==> src/design/rrse_pkg.sv <==
/*
 * Constants for the return, rotate and shift execution block: register
 * offsets, command and status field positions, operation and condition
 * codes, reset values and bus response codes.
 * Assumes a 32-bit AXI4-Lite register bus with 8-bit byte addresses.
 */
package rrse_pkg;

    // register byte offsets
    localparam logic [7:0] CMD_OFS   = 8'h00;
    localparam logic [7:0] STAT_OFS  = 8'h04;
    localparam logic [7:0] STACK_TOP_OFS = 8'h08;
    localparam logic [7:0] GPR_BASE  = 8'h40;
    localparam logic [7:0] GPR_MASK  = 8'hc3;

    // command word fields
    localparam int CMD_OP_LSB   = 0;
    localparam int CMD_OP_W     = 5;
    localparam int CMD_COND_LSB = 5;
    localparam int CMD_COND_W   = 3;
    localparam int CMD_REG_LSB  = 8;
    localparam int CMD_REG_W    = 4;
    localparam int CMD_EN_BIT   = 12;
    localparam int CMD_ADDR_LSB = 16;
    localparam int PC_W         = 10;
    localparam int SP_W         = 5;
    localparam int STK_DEPTH    = 32;
    localparam int GPR_NUM      = 16;

    // status word fields
    localparam int STAT_PC_LSB  = 0;
    localparam int STAT_C_BIT   = 16;
    localparam int STAT_Z_BIT   = 17;
    localparam int STAT_IE_BIT  = 18;
    localparam int STAT_PC_BIT  = 19;
    localparam int STAT_PZ_BIT  = 20;
    localparam int STAT_SP_LSB  = 24;

    // operation codes
    localparam logic [4:0] OP_NOP                  = 5'h00;
    localparam logic [4:0] OP_RET                  = 5'h01;
    localparam logic [4:0] INTERRUPT_RETURN_OP     = 5'h02;
    localparam logic [4:0] ROTATE_LEFT_OP          = 5'h03;
    localparam logic [4:0] ROTATE_RIGHT_OP         = 5'h04;
    localparam logic [4:0] SHIFT_LEFT_ZERO_FILL    = 5'h05;
    localparam logic [4:0] SHIFT_LEFT_ONE_FILL     = 5'h06;
    localparam logic [4:0] SHIFT_LEFT_REPLICATE    = 5'h07;
    localparam logic [4:0] SHIFT_LEFT_CARRY_FILL   = 5'h08;
    localparam logic [4:0] SHIFT_RIGHT_ZERO_FILL   = 5'h09;
    localparam logic [4:0] SHIFT_RIGHT_ONE_FILL    = 5'h0a;
    localparam logic [4:0] SHIFT_RIGHT_SIGN_EXTEND = 5'h0b;
    localparam logic [4:0] SHIFT_RIGHT_CARRY_FILL  = 5'h0c;
    localparam logic [4:0] OP_CALL                 = 5'h0d;
    localparam logic [4:0] OP_INTR                 = 5'h0e;
    localparam logic [4:0] OP_IEN                  = 5'h0f;

    // return condition codes
    localparam logic [2:0] COND_ALWAYS     = 3'h0;
    localparam logic [2:0] COND_CARRY_SET  = 3'h1;
    localparam logic [2:0] COND_CARRY_CLR  = 3'h2;
    localparam logic [2:0] COND_ZERO_SET   = 3'h3;
    localparam logic [2:0] COND_ZERO_CLEAR = 3'h4;

    // reset values and vector
    localparam logic [9:0] PC_RST     = 10'h000;
    localparam logic [9:0] INT_VECTOR = 10'h3ff;
    localparam logic [4:0] SP_RST     = 5'h00;

    localparam logic [1:0] RESP_OKAY   = 2'h0;
    localparam logic [1:0] RESP_SLVERR = 2'h2;

endpackage

==> src/design/rrse_exec.sv <==
/*
 * Execution of conditional return, interrupt return, rotates and shifts
 * for a small 8-bit core, with 16 data registers, a 10-bit program
 * counter and a circular call/return stack, driven over AXI4-Lite.
 * Assumes one clock, synchronous active-low reset, one write and one
 * read under way at a time.
 */
// The implementer's own choices: the register addresses and the AXI4-Lite slave port.
`timescale 1ns/100ps
`default_nettype none
module rrse_exec
    import rrse_pkg::*;
(
    input  wire logic        aclk,
    input  wire logic        aresetn,
    input  wire logic [7:0]  awaddr,
    input  wire logic        awvalid,
    output var  logic        awready,
    input  wire logic [31:0] wdata,
    input  wire logic [3:0]  wstrb,
    input  wire logic        wvalid,
    output var  logic        wready,
    output var  logic [1:0]  bresp,
    output var  logic        bvalid,
    input  wire logic        bready,
    input  wire logic [7:0]  araddr,
    input  wire logic        arvalid,
    output var  logic        arready,
    output var  logic [31:0] rdata,
    output var  logic [1:0]  rresp,
    output var  logic        rvalid,
    input  wire logic        rready
);

    logic [7:0]      gpr [GPR_NUM];
    logic [PC_W-1:0] stk [STK_DEPTH];
    logic [PC_W-1:0] pc;
    logic [SP_W-1:0] sp;
    logic            carry;
    logic            zero;
    logic            int_en;
    logic            saved_carry;
    logic            saved_zero;

    logic            aw_hold;
    logic            w_hold;
    logic [7:0]      waddr_q;
    logic [31:0]     wdata_q;
    logic [3:0]      wstrb_q;

    logic [7:0]      next_res;
    logic            next_carry;
    logic [31:0]     stat_word;
    logic [31:0]     rd_word;

    // write decode
    wire             wr_go    = aw_hold & w_hold & ~bvalid;
    wire             w_is_cmd = (waddr_q == CMD_OFS);
    wire             w_is_gpr = ((waddr_q & GPR_MASK) == GPR_BASE);
    wire             wr_ok    = w_is_cmd | w_is_gpr;
    wire             wr_cmd   = wr_go & w_is_cmd & wstrb_q[0];
    wire             wr_gpr   = wr_go & w_is_gpr & wstrb_q[0];

    // command fields
    wire [4:0]       cmd_op   = wdata_q[CMD_OP_LSB +: CMD_OP_W];
    wire [2:0]       cmd_cond = wdata_q[CMD_COND_LSB +: CMD_COND_W];
    wire [3:0]       cmd_reg  = wdata_q[CMD_REG_LSB +: CMD_REG_W];
    wire             cmd_en   = wdata_q[CMD_EN_BIT];
    wire [PC_W-1:0]  cmd_addr = wdata_q[CMD_ADDR_LSB +: PC_W];

    wire [7:0]       opnd     = gpr[cmd_reg];
    wire [SP_W-1:0]  sp_dec   = sp - SP_W'(1);
    wire [SP_W-1:0]  sp_inc   = sp + SP_W'(1);
    wire [PC_W-1:0]  pc_inc   = pc + PC_W'(1);
    wire [PC_W-1:0]  stack_top_entry = stk[sp_dec];

    wire             cond_true =
        (cmd_cond == COND_ALWAYS) |
        ((cmd_cond == COND_CARRY_SET) & carry) |
        ((cmd_cond == COND_CARRY_CLR) & ~carry) |
        ((cmd_cond == COND_ZERO_SET) & zero) |
        ((cmd_cond == COND_ZERO_CLEAR) & ~zero);

    wire             is_shift = (cmd_op >= ROTATE_LEFT_OP) &
                                (cmd_op <= SHIFT_RIGHT_CARRY_FILL);
    wire             is_left  = (cmd_op >= SHIFT_LEFT_ZERO_FILL) &
                                (cmd_op <= SHIFT_LEFT_CARRY_FILL);
    wire             do_intr  = wr_cmd & (cmd_op == OP_INTR) & int_en;
    wire             do_push  = (wr_cmd & (cmd_op == OP_CALL)) | do_intr;
    wire             do_shift = wr_cmd & is_shift;

    // left fill bit, replicate takes old bit 0
    wire             sl_fill  = (cmd_op == SHIFT_LEFT_ONE_FILL) |
        ((cmd_op == SHIFT_LEFT_REPLICATE) & opnd[0]) |
        ((cmd_op == SHIFT_LEFT_CARRY_FILL) & carry);
    // right fill bit, sign-extend keeps bit 7
    wire             sr_fill  = (cmd_op == SHIFT_RIGHT_ONE_FILL) |
        ((cmd_op == SHIFT_RIGHT_SIGN_EXTEND) & opnd[7]) |
        ((cmd_op == SHIFT_RIGHT_CARRY_FILL) & carry);
    wire             next_zero = (next_res == 8'h00);

    always_comb begin
        next_res   = opnd;
        next_carry = carry;
        if (cmd_op == ROTATE_LEFT_OP) begin
            next_res   = {opnd[6:0], opnd[7]};
            next_carry = opnd[7];
        end else if (cmd_op == ROTATE_RIGHT_OP) begin
            next_res   = {opnd[0], opnd[7:1]};
            next_carry = opnd[0];
        end else if (is_left) begin
            next_res   = {opnd[6:0], sl_fill};
            next_carry = opnd[7];
        end else if (is_shift) begin
            next_res   = {sr_fill, opnd[7:1]};
            next_carry = opnd[0];
        end
    end

    // core state
    always_ff @(posedge aclk) begin
        if (!aresetn) begin
            pc          <= PC_RST;
            sp          <= SP_RST;
            carry       <= 1'b0;
            zero        <= 1'b0;
            int_en      <= 1'b0;
            saved_carry <= 1'b0;
            saved_zero  <= 1'b0;
        end else if (wr_cmd) begin
            case (cmd_op)
                OP_RET: begin
                    if (cond_true) begin
                        pc <= stack_top_entry + PC_W'(1);
                        sp <= sp_dec;
                    end else begin
                        pc <= pc_inc;
                    end
                end
                INTERRUPT_RETURN_OP: begin
                    pc     <= stack_top_entry;
                    sp     <= sp_dec;
                    carry  <= saved_carry;
                    zero   <= saved_zero;
                    int_en <= cmd_en;
                end
                OP_CALL: begin
                    pc <= cmd_addr;
                    sp <= sp_inc;
                end
                OP_INTR: begin
                    if (int_en) begin
                        pc          <= INT_VECTOR;
                        sp          <= sp_inc;
                        saved_carry <= carry;
                        saved_zero  <= zero;
                        int_en      <= 1'b0;
                    end
                end
                OP_IEN: begin
                    int_en <= cmd_en;
                end
                default: begin
                    if (is_shift) begin
                        carry <= next_carry;
                        zero  <= next_zero;
                        pc    <= pc_inc;
                    end
                end
            endcase
        end
    end

    // stack contents survive reset; only the pointer clears
    always_ff @(posedge aclk) begin
        if (do_push) begin
            stk[sp] <= pc;
        end
    end

    always_ff @(posedge aclk) begin
        if (wr_gpr) begin
            gpr[waddr_q[5:2]] <= wdata_q[7:0];
        end else if (do_shift) begin
            gpr[cmd_reg] <= next_res;
        end
    end

    // write channels, response after both address and data
    always_ff @(posedge aclk) begin
        if (!aresetn) begin
            awready <= 1'b1;
            wready  <= 1'b1;
            aw_hold <= 1'b0;
            w_hold  <= 1'b0;
            bvalid  <= 1'b0;
            bresp   <= RESP_OKAY;
            waddr_q <= 8'h00;
            wdata_q <= 32'h0000_0000;
            wstrb_q <= 4'h0;
        end else begin
            if (awvalid && awready) begin
                awready <= 1'b0;
                aw_hold <= 1'b1;
                waddr_q <= awaddr;
            end
            if (wvalid && wready) begin
                wready  <= 1'b0;
                w_hold  <= 1'b1;
                wdata_q <= wdata;
                wstrb_q <= wstrb;
            end
            if (wr_go) begin
                bvalid  <= 1'b1;
                bresp   <= wr_ok ? RESP_OKAY : RESP_SLVERR;
                aw_hold <= 1'b0;
                w_hold  <= 1'b0;
            end else if (bvalid && bready) begin
                bvalid  <= 1'b0;
                awready <= 1'b1;
                wready  <= 1'b1;
            end
        end
    end

    // read data selection
    wire r_is_cmd  = (araddr == CMD_OFS);
    wire r_is_stat = (araddr == STAT_OFS);
    wire r_is_top  = (araddr == STACK_TOP_OFS);
    wire r_is_gpr  = ((araddr & GPR_MASK) == GPR_BASE);
    wire rd_ok     = r_is_cmd | r_is_stat | r_is_top | r_is_gpr;

    always_comb begin
        stat_word = 32'h0000_0000;
        stat_word[STAT_PC_LSB +: PC_W] = pc;
        stat_word[STAT_C_BIT]          = carry;
        stat_word[STAT_Z_BIT]          = zero;
        stat_word[STAT_IE_BIT]         = int_en;
        stat_word[STAT_PC_BIT]         = saved_carry;
        stat_word[STAT_PZ_BIT]         = saved_zero;
        stat_word[STAT_SP_LSB +: SP_W] = sp;
        rd_word = 32'h0000_0000;
        if (r_is_stat) begin
            rd_word = stat_word;
        end else if (r_is_top) begin
            rd_word[PC_W-1:0] = stack_top_entry;
        end else if (r_is_gpr) begin
            rd_word[7:0] = gpr[araddr[5:2]];
        end
    end

    always_ff @(posedge aclk) begin
        if (!aresetn) begin
            arready <= 1'b1;
            rvalid  <= 1'b0;
            rdata   <= 32'h0000_0000;
            rresp   <= RESP_OKAY;
        end else if (arvalid && arready) begin
            arready <= 1'b0;
            rvalid  <= 1'b1;
            rdata   <= rd_word;
            rresp   <= rd_ok ? RESP_OKAY : RESP_SLVERR;
        end else if (rvalid && rready) begin
            rvalid  <= 1'b0;
            arready <= 1'b1;
        end
    end
endmodule
`default_nettype wire

==> config.mk <==
export PLATFORM = sky130hd
export DESIGN_NAME = rrse_exec
export DESIGN_NICKNAME = d
export VERILOG_FILES = /design/src/design/rrse_pkg.sv /design/src/design/rrse_exec.sv
export SDC_FILE = /design/constraint.sdc
export NUM_CORES = 1
export LEC_CHECK = 0
export BUFFER_PORTS_ARGS = -buffer_cell sky130_fd_sc_hd__buf_2
export CAP_MARGIN = 30
export CORE_MARGIN = 2
export CORE_UTILIZATION = 55
export DETAILED_ROUTE_END_ITERATION = 8
export PLACE_DENSITY_LB_ADDON = 0.25
export SLEW_MARGIN = 0
export SYNTH_ARGS = -nofsm -noshare
export SYNTH_HDL_FRONTEND = slang
export SYNTH_SLANG_ARGS = --single-unit
==> constraint.sdc <==
create_clock -name aclk -period 4 [get_ports aclk]
set_input_delay 0 -clock aclk [delete_from_list [all_inputs] [get_ports aclk]]
set_output_delay 0 -clock aclk [all_outputs]
set_load 0.02 [all_outputs]
---- Yosys cells after proc, flatten, opt, wreduce, memory -nomap -nowiden ----
Memories as Yosys holds them, arrays and structs flattened. A register that Yosys moved wholly into a read port is not among the register bits.
Index checks and enable logic that the tools add are counted.
word-level totals
  register bits after elaboration ......... 98
  bits in writable memories ............... 448
  output and inout port bits .............. 41
  memories ................................ 2
memories
  name  depth  bits a word  rd ports  clocked after memory_dff  write ports  RTL line         RTL
  stk   32     10           1         0                         1            rrse_exec.sv:36  logic [PC_W-1:0] stk [STK_DEPTH];
  gpr   16     8            2         1                         1            rrse_exec.sv:35  logic [7:0] gpr [GPR_NUM];
operators by class
  add/subtract/negate cells ............... 4
  $lt $le $gt $ge ......................... 4
  eq/ne operators ......................... 23
  mux-type cells .......................... 50
  bitwise logic cells ..................... 39
  reduce and logical (&&, ||, !) cells .... 24
operators by type and width
  kind                                                             count
  2-to-1 mux 8 bit                                                 7
  case mux 10 bit (5 select lines)                                 1
  2-to-1 mux 10 bit                                                4
  == test 5 x 4 -> 1 bit (second input constant)                   7
  2-to-1 mux 1 bit                                                 25
  zero test 8 bit                                                  3
  adder 10 x 1 -> 10 bit (second input constant)                   2
  AND 1 bit                                                        20
  case mux 5 bit (4 select lines)                                  1
  2-to-1 mux 19 bit                                                1
  == test 5 x 3 -> 1 bit (second input constant)                   3
  OR 1 bit                                                         13
  2-to-1 mux 4 bit                                                 3
  == test 5 x 2 -> 1 bit (second input constant)                   2
  less-or-equal comparator 5 x 4 -> 1 bit (second input constant)  2
  2-to-1 mux 5 bit                                                 2
  == test 4 x 3 -> 1 bit (second input constant)                   2
  == test 8 x 3 -> 1 bit (second input constant)                   1
  == test 8 x 4 -> 1 bit (second input constant)                   1
  AND reduction 4 bit                                              2
  nonzero test 2 bit                                               4
  OR reduction 8 bit                                               1
  == test 3 x 2 -> 1 bit (second input constant)                   2
  2-to-1 mux 2 bit                                                 3
  18 further kinds                                                 32

---- Longest topological paths before layout ----
  depth after elaboration ................. 11
  mapped depth ............................ 20
  mapped depth without buffers ............ 14

---- Least setup slack after synthesis ----
No wires, ideal clock.
  kind .................................... flip-flop to flip-flop
  start ................................... register sp[0]
  end ..................................... register pc[8]
  setup time .............................. 0.120 ns
  arrival ................................. 3.497 ns
  path slack .............................. 0.383 ns
  stages on the path, launching flop included .. 20
  path buffers ............................ 5
  clock period less this slack ............ 3.617 ns
  path through ............................ dfxtp_1 > buf_4 > inv_2 > buf_4 > ha_1 > buf_2 > xor2_4 > buf_6 > buf_6 > mux4_2 > o21ai_0 > o2111ai_1 > inv_1 > ha_1 > inv_1 > nor3_1 > nand3_1 > o21ai_1 > a21oi_1 > o31a_1
between the ends
  longest elaborated chain between the ends .. 5
RTL lines
  element                             RTL line          RTL
  from (decl)                         rrse_exec.sv:38   logic [SP_W-1:0] sp;
  from (signal assigned)              rrse_exec.sv:135  sp <= sp_dec;
  from (signal assigned)              rrse_exec.sv:142  sp <= sp_dec;
  from (signal assigned)              rrse_exec.sv:149  sp <= sp_inc;
  subtractor 5 x 1 -> 5 bit *         rrse_exec.sv:72   wire [SP_W-1:0] sp_dec = sp - SP_W'(1);
  memory (32 x 10 bit) *              -
  adder 10 x 1 -> 10 bit              rrse_exec.sv:134  pc <= stack_top_entry + PC_W'(1);
  2-to-1 mux 10 bit                   rrse_exec.sv:133  if (cond_true) begin
  case mux 10 bit (5 select lines) *  rrse_exec.sv:131  case (cmd_op)
  to (signal assigned)                rrse_exec.sv:134
  to (signal assigned)                rrse_exec.sv:137  pc <= pc_inc;
  to (signal assigned)                rrse_exec.sv:141  pc <= stack_top_entry;
  to (decl)                           rrse_exec.sv:37   logic [PC_W-1:0] pc;
Every way passes the cells marked *; elsewhere a longest branch is shown, timed or not.
A chain may end at the register's enable or synchronous reset.

---- Worst setup path after layout ----
Ends and elaborated chain as after synthesis.

==> results.toml <==
[placed_design]
dp_cells = 2127
place.gp.congestion = 0.895
hpwl_microns = 38500
io_buffers = 73
postPlaceCellArea_sq_mm = 0.0247

[status]
status = "complete, no violations"

[logic_synthesis]
synth_edf_count = 448
ys_seq_area_share_pct = 64.8
async_flop_share_pct = 0
yosysWarnings = 0
synthFlopType = "edfxtp_1"
ys_ff_latch = 533
syn_avg_cell_area_sq_um = 15.5
yosys.area.top_type = "edfxtp_1"
ys_types = 79
yosys-top-cells-area = "edfxtp_1 57%, mux4_2 14%, dfxtp_1 7.3%"
synth_top_area_share_pct = 57.5
syn_area_sq_mm = 0.0234
syn_inst = 1513

[cts]
clkSinkCount = 533
cts_max_level = 2
cts_buffers = 53
cts_resized = 0
worstSkewPairLatency_ps = 600
path_clk_slew_ps = 60
root_buffer = "clkbuf_16"
cts_tree = "yes"
cts_buffer_depth = 3

[detailed_routing]
vias = 14200
routed_wl_microns = 57500
drt_iter0_markers = 1251
first_pass_iters = 6
drcViolationCount = 0
wl_per_cell_microns = 25.3
via_per_inst = 6.24
drtAntennaViolNets = 0

[power]
vdd_drop_max_mv = 0.369
p_sw_share_pct = 20.9
clkPwrFrac_pct = 42.4
p_sw_w = 0.00238
power_w = 0.0114
sequentialPowerShare_pct = 53.1
leakage_nw = 9.53
pwr-share-comb_pct = 4.5
p_int_w = 0.00900
p_per_area_mw_per_mm2 = 422

[final_layout]
mostFrequentLayoutCells = "448 x edfxtp_1, 171 x nand2_1, 148 x mux4_2"
nNetsFinal = 1760
diodes = 0
drive_gt1_share_pct = 24.1
final_cells = 2276
final_common_cell = "edfxtp_1"
area_growth_pct = 15.1
fin_area_sq_mm = 0.0269
fin_util_pct = 64.2

[timing]
slew_viol_final = 0
fin_crit_ps = 3740
finalSetupTns_ps = 0
period_share_pct = 93.4
setup_viol = 0
hold_violations = 0
rsz0062_at_grt = "no"
worst_pin_slew_ps = 1020
clock_skew_ps = 13.9
fmax_ghz = 0.268
slew_headroom_pct = 32.2

[job]
maxCapViolCount = 0

[global_route]
overflow = 0
grt_max_degree = 69
grt_usage_pct = 26.6
grt_pass1_vias = 14300
grt_first_pass_wirelength_microns = 86200
antenna_found_initial = 1

[die]
die_area_sq_mm = 0.0442
core_area_sq_mm = 0.0419
die_h_microns = 210
io_pins = 100
die_w_microns = 210
num_rows = 75
initial_core_util_pct = 55.8

[worst_setup_path]
required_ps = 4490
critPathMaxFanout = 41
cp-end-kind = "flop"
setup.worst_path.class = "flop to flop"
ff2ff_path_depth = 15
r2r_start = "sp[0]"
cp.arrival_ps = 4230
cp-start-kind = "flop"
startpoint = "sp[0]"

[min_path]
hp-class = "input port to flop"
worstHoldStart = "awvalid"
hold-path-cell-count = 4
==> critical path, cell delays in order, from the launching register on <==
cell       delay [ps]
dfxtp_4           350
inv_2             190
ha_1              320
xor2_4            190
buf_12            280
mux4_2            400
o21ai_1           130
o2111ai_1         300
inv_1             160
ha_1              170
inv_1              50
nor3_1            340
nand3_1           180
o21ai_1           180
a21oi_1            80
o31a_1            300
==> per-layer routing <==
metal  global-route usage, %  routed length (microns)
met4                    12.5                     2720
met2                    44.2                    28100
met1                    34.8                    22400
met3                    4.05                     4260
met5                       0                        0
==> power by group through the flow <==
stage | sequential [W] | clock [W] | combinational (W)
2_1_floorplan | 0.00615 | 0 | 0.000331
5_1_grt | 0.00604 | 0.00510 | 0.000554
6_report | 0.00604 | 0.00482 | 0.000516
4_1_cts | 0.00604 | 0.00490 | 0.000510
3_3_place_gp | 0.00615 | 0 | 0.000463
3_5_place_dp | 0.00615 | 0 | 0.000469
==> per-stage QoR <==
step	hold WS, ps	worst slack [ps]
floorplan	111	383
global placement	229	353
detailed placement	227	285
CTS	17.7	266
global route	126	12.2
finish	81.1	263
==> registers in the layout, indices dropped and copies added (netlist names), 5 cells and up, named ones only <==
register,cells
stk,320
sp,5
gpr,128
pc,10
wdata_q,23
waddr_q,8
rdata,20
==> final cells by class <==
type	instances	area, sq um
multi-input cells	870	7660
fillers	2952	15000
clock inverters	29	241
flip-flops and latches	533	15200
well taps	539	674
repair buffers	219	1690
clock buffers	69	1440
inverters	17	63.8
==> cells by family after synthesis <==
group | synth area share [%]
XOR/XNOR | 0.850
buffers and inverters | 2.77
AO/OA/AOI/OAI | 6.94
other | 0.0160
flip-flops | 64.8
AND/OR/NAND/NOR | 7.83
adder cells (fa/ha/maj) | 0.417
multiplexers | 16.4
==> synth_stat cells (5+ instances only) <==
library cell / count
buf_6: 7
nor3_1: 8
a31oi_1: 14
nor2b_1: 8
a221oi_1: 8
or2_2: 8
buf_1: 12
a22oi_1: 6
o211a_1: 12
o21ai_1: 9
ha_1: 7
o22ai_1: 6
clkbuf_1: 50
a21oi_1: 32
xnor2_1: 9
nand2b_1: 14
and2_1: 12
nor2_1: 94
o211ai_1: 10
nand2_1: 171
and3_1: 7
mux2i_1: 45
a21boi_0: 45
buf_2: 10
o21ai_0: 43
nand3_1: 45
buf_4: 24
edfxtp_1: 448
mux4_2: 148
inv_1: 16
dfxtp_1: 85
xor2_1: 5
a32oi_1: 8
==> worst paths after layout <==
kind / to / slack, ps
worst max-delay path: pc[8] / 260
worst min-delay path: waddr_q[5] / 80
worst max register to register: pc[8] / 260
worst min register to register: rdata[25] / 460
==> what timing repair did <==
action                                 in CTS  in global routing
setup buffers                               0                  0
endpoints found under the hold margin      63                  0
hold buffers                               51                  0
(Power assumes the default switching activity.)
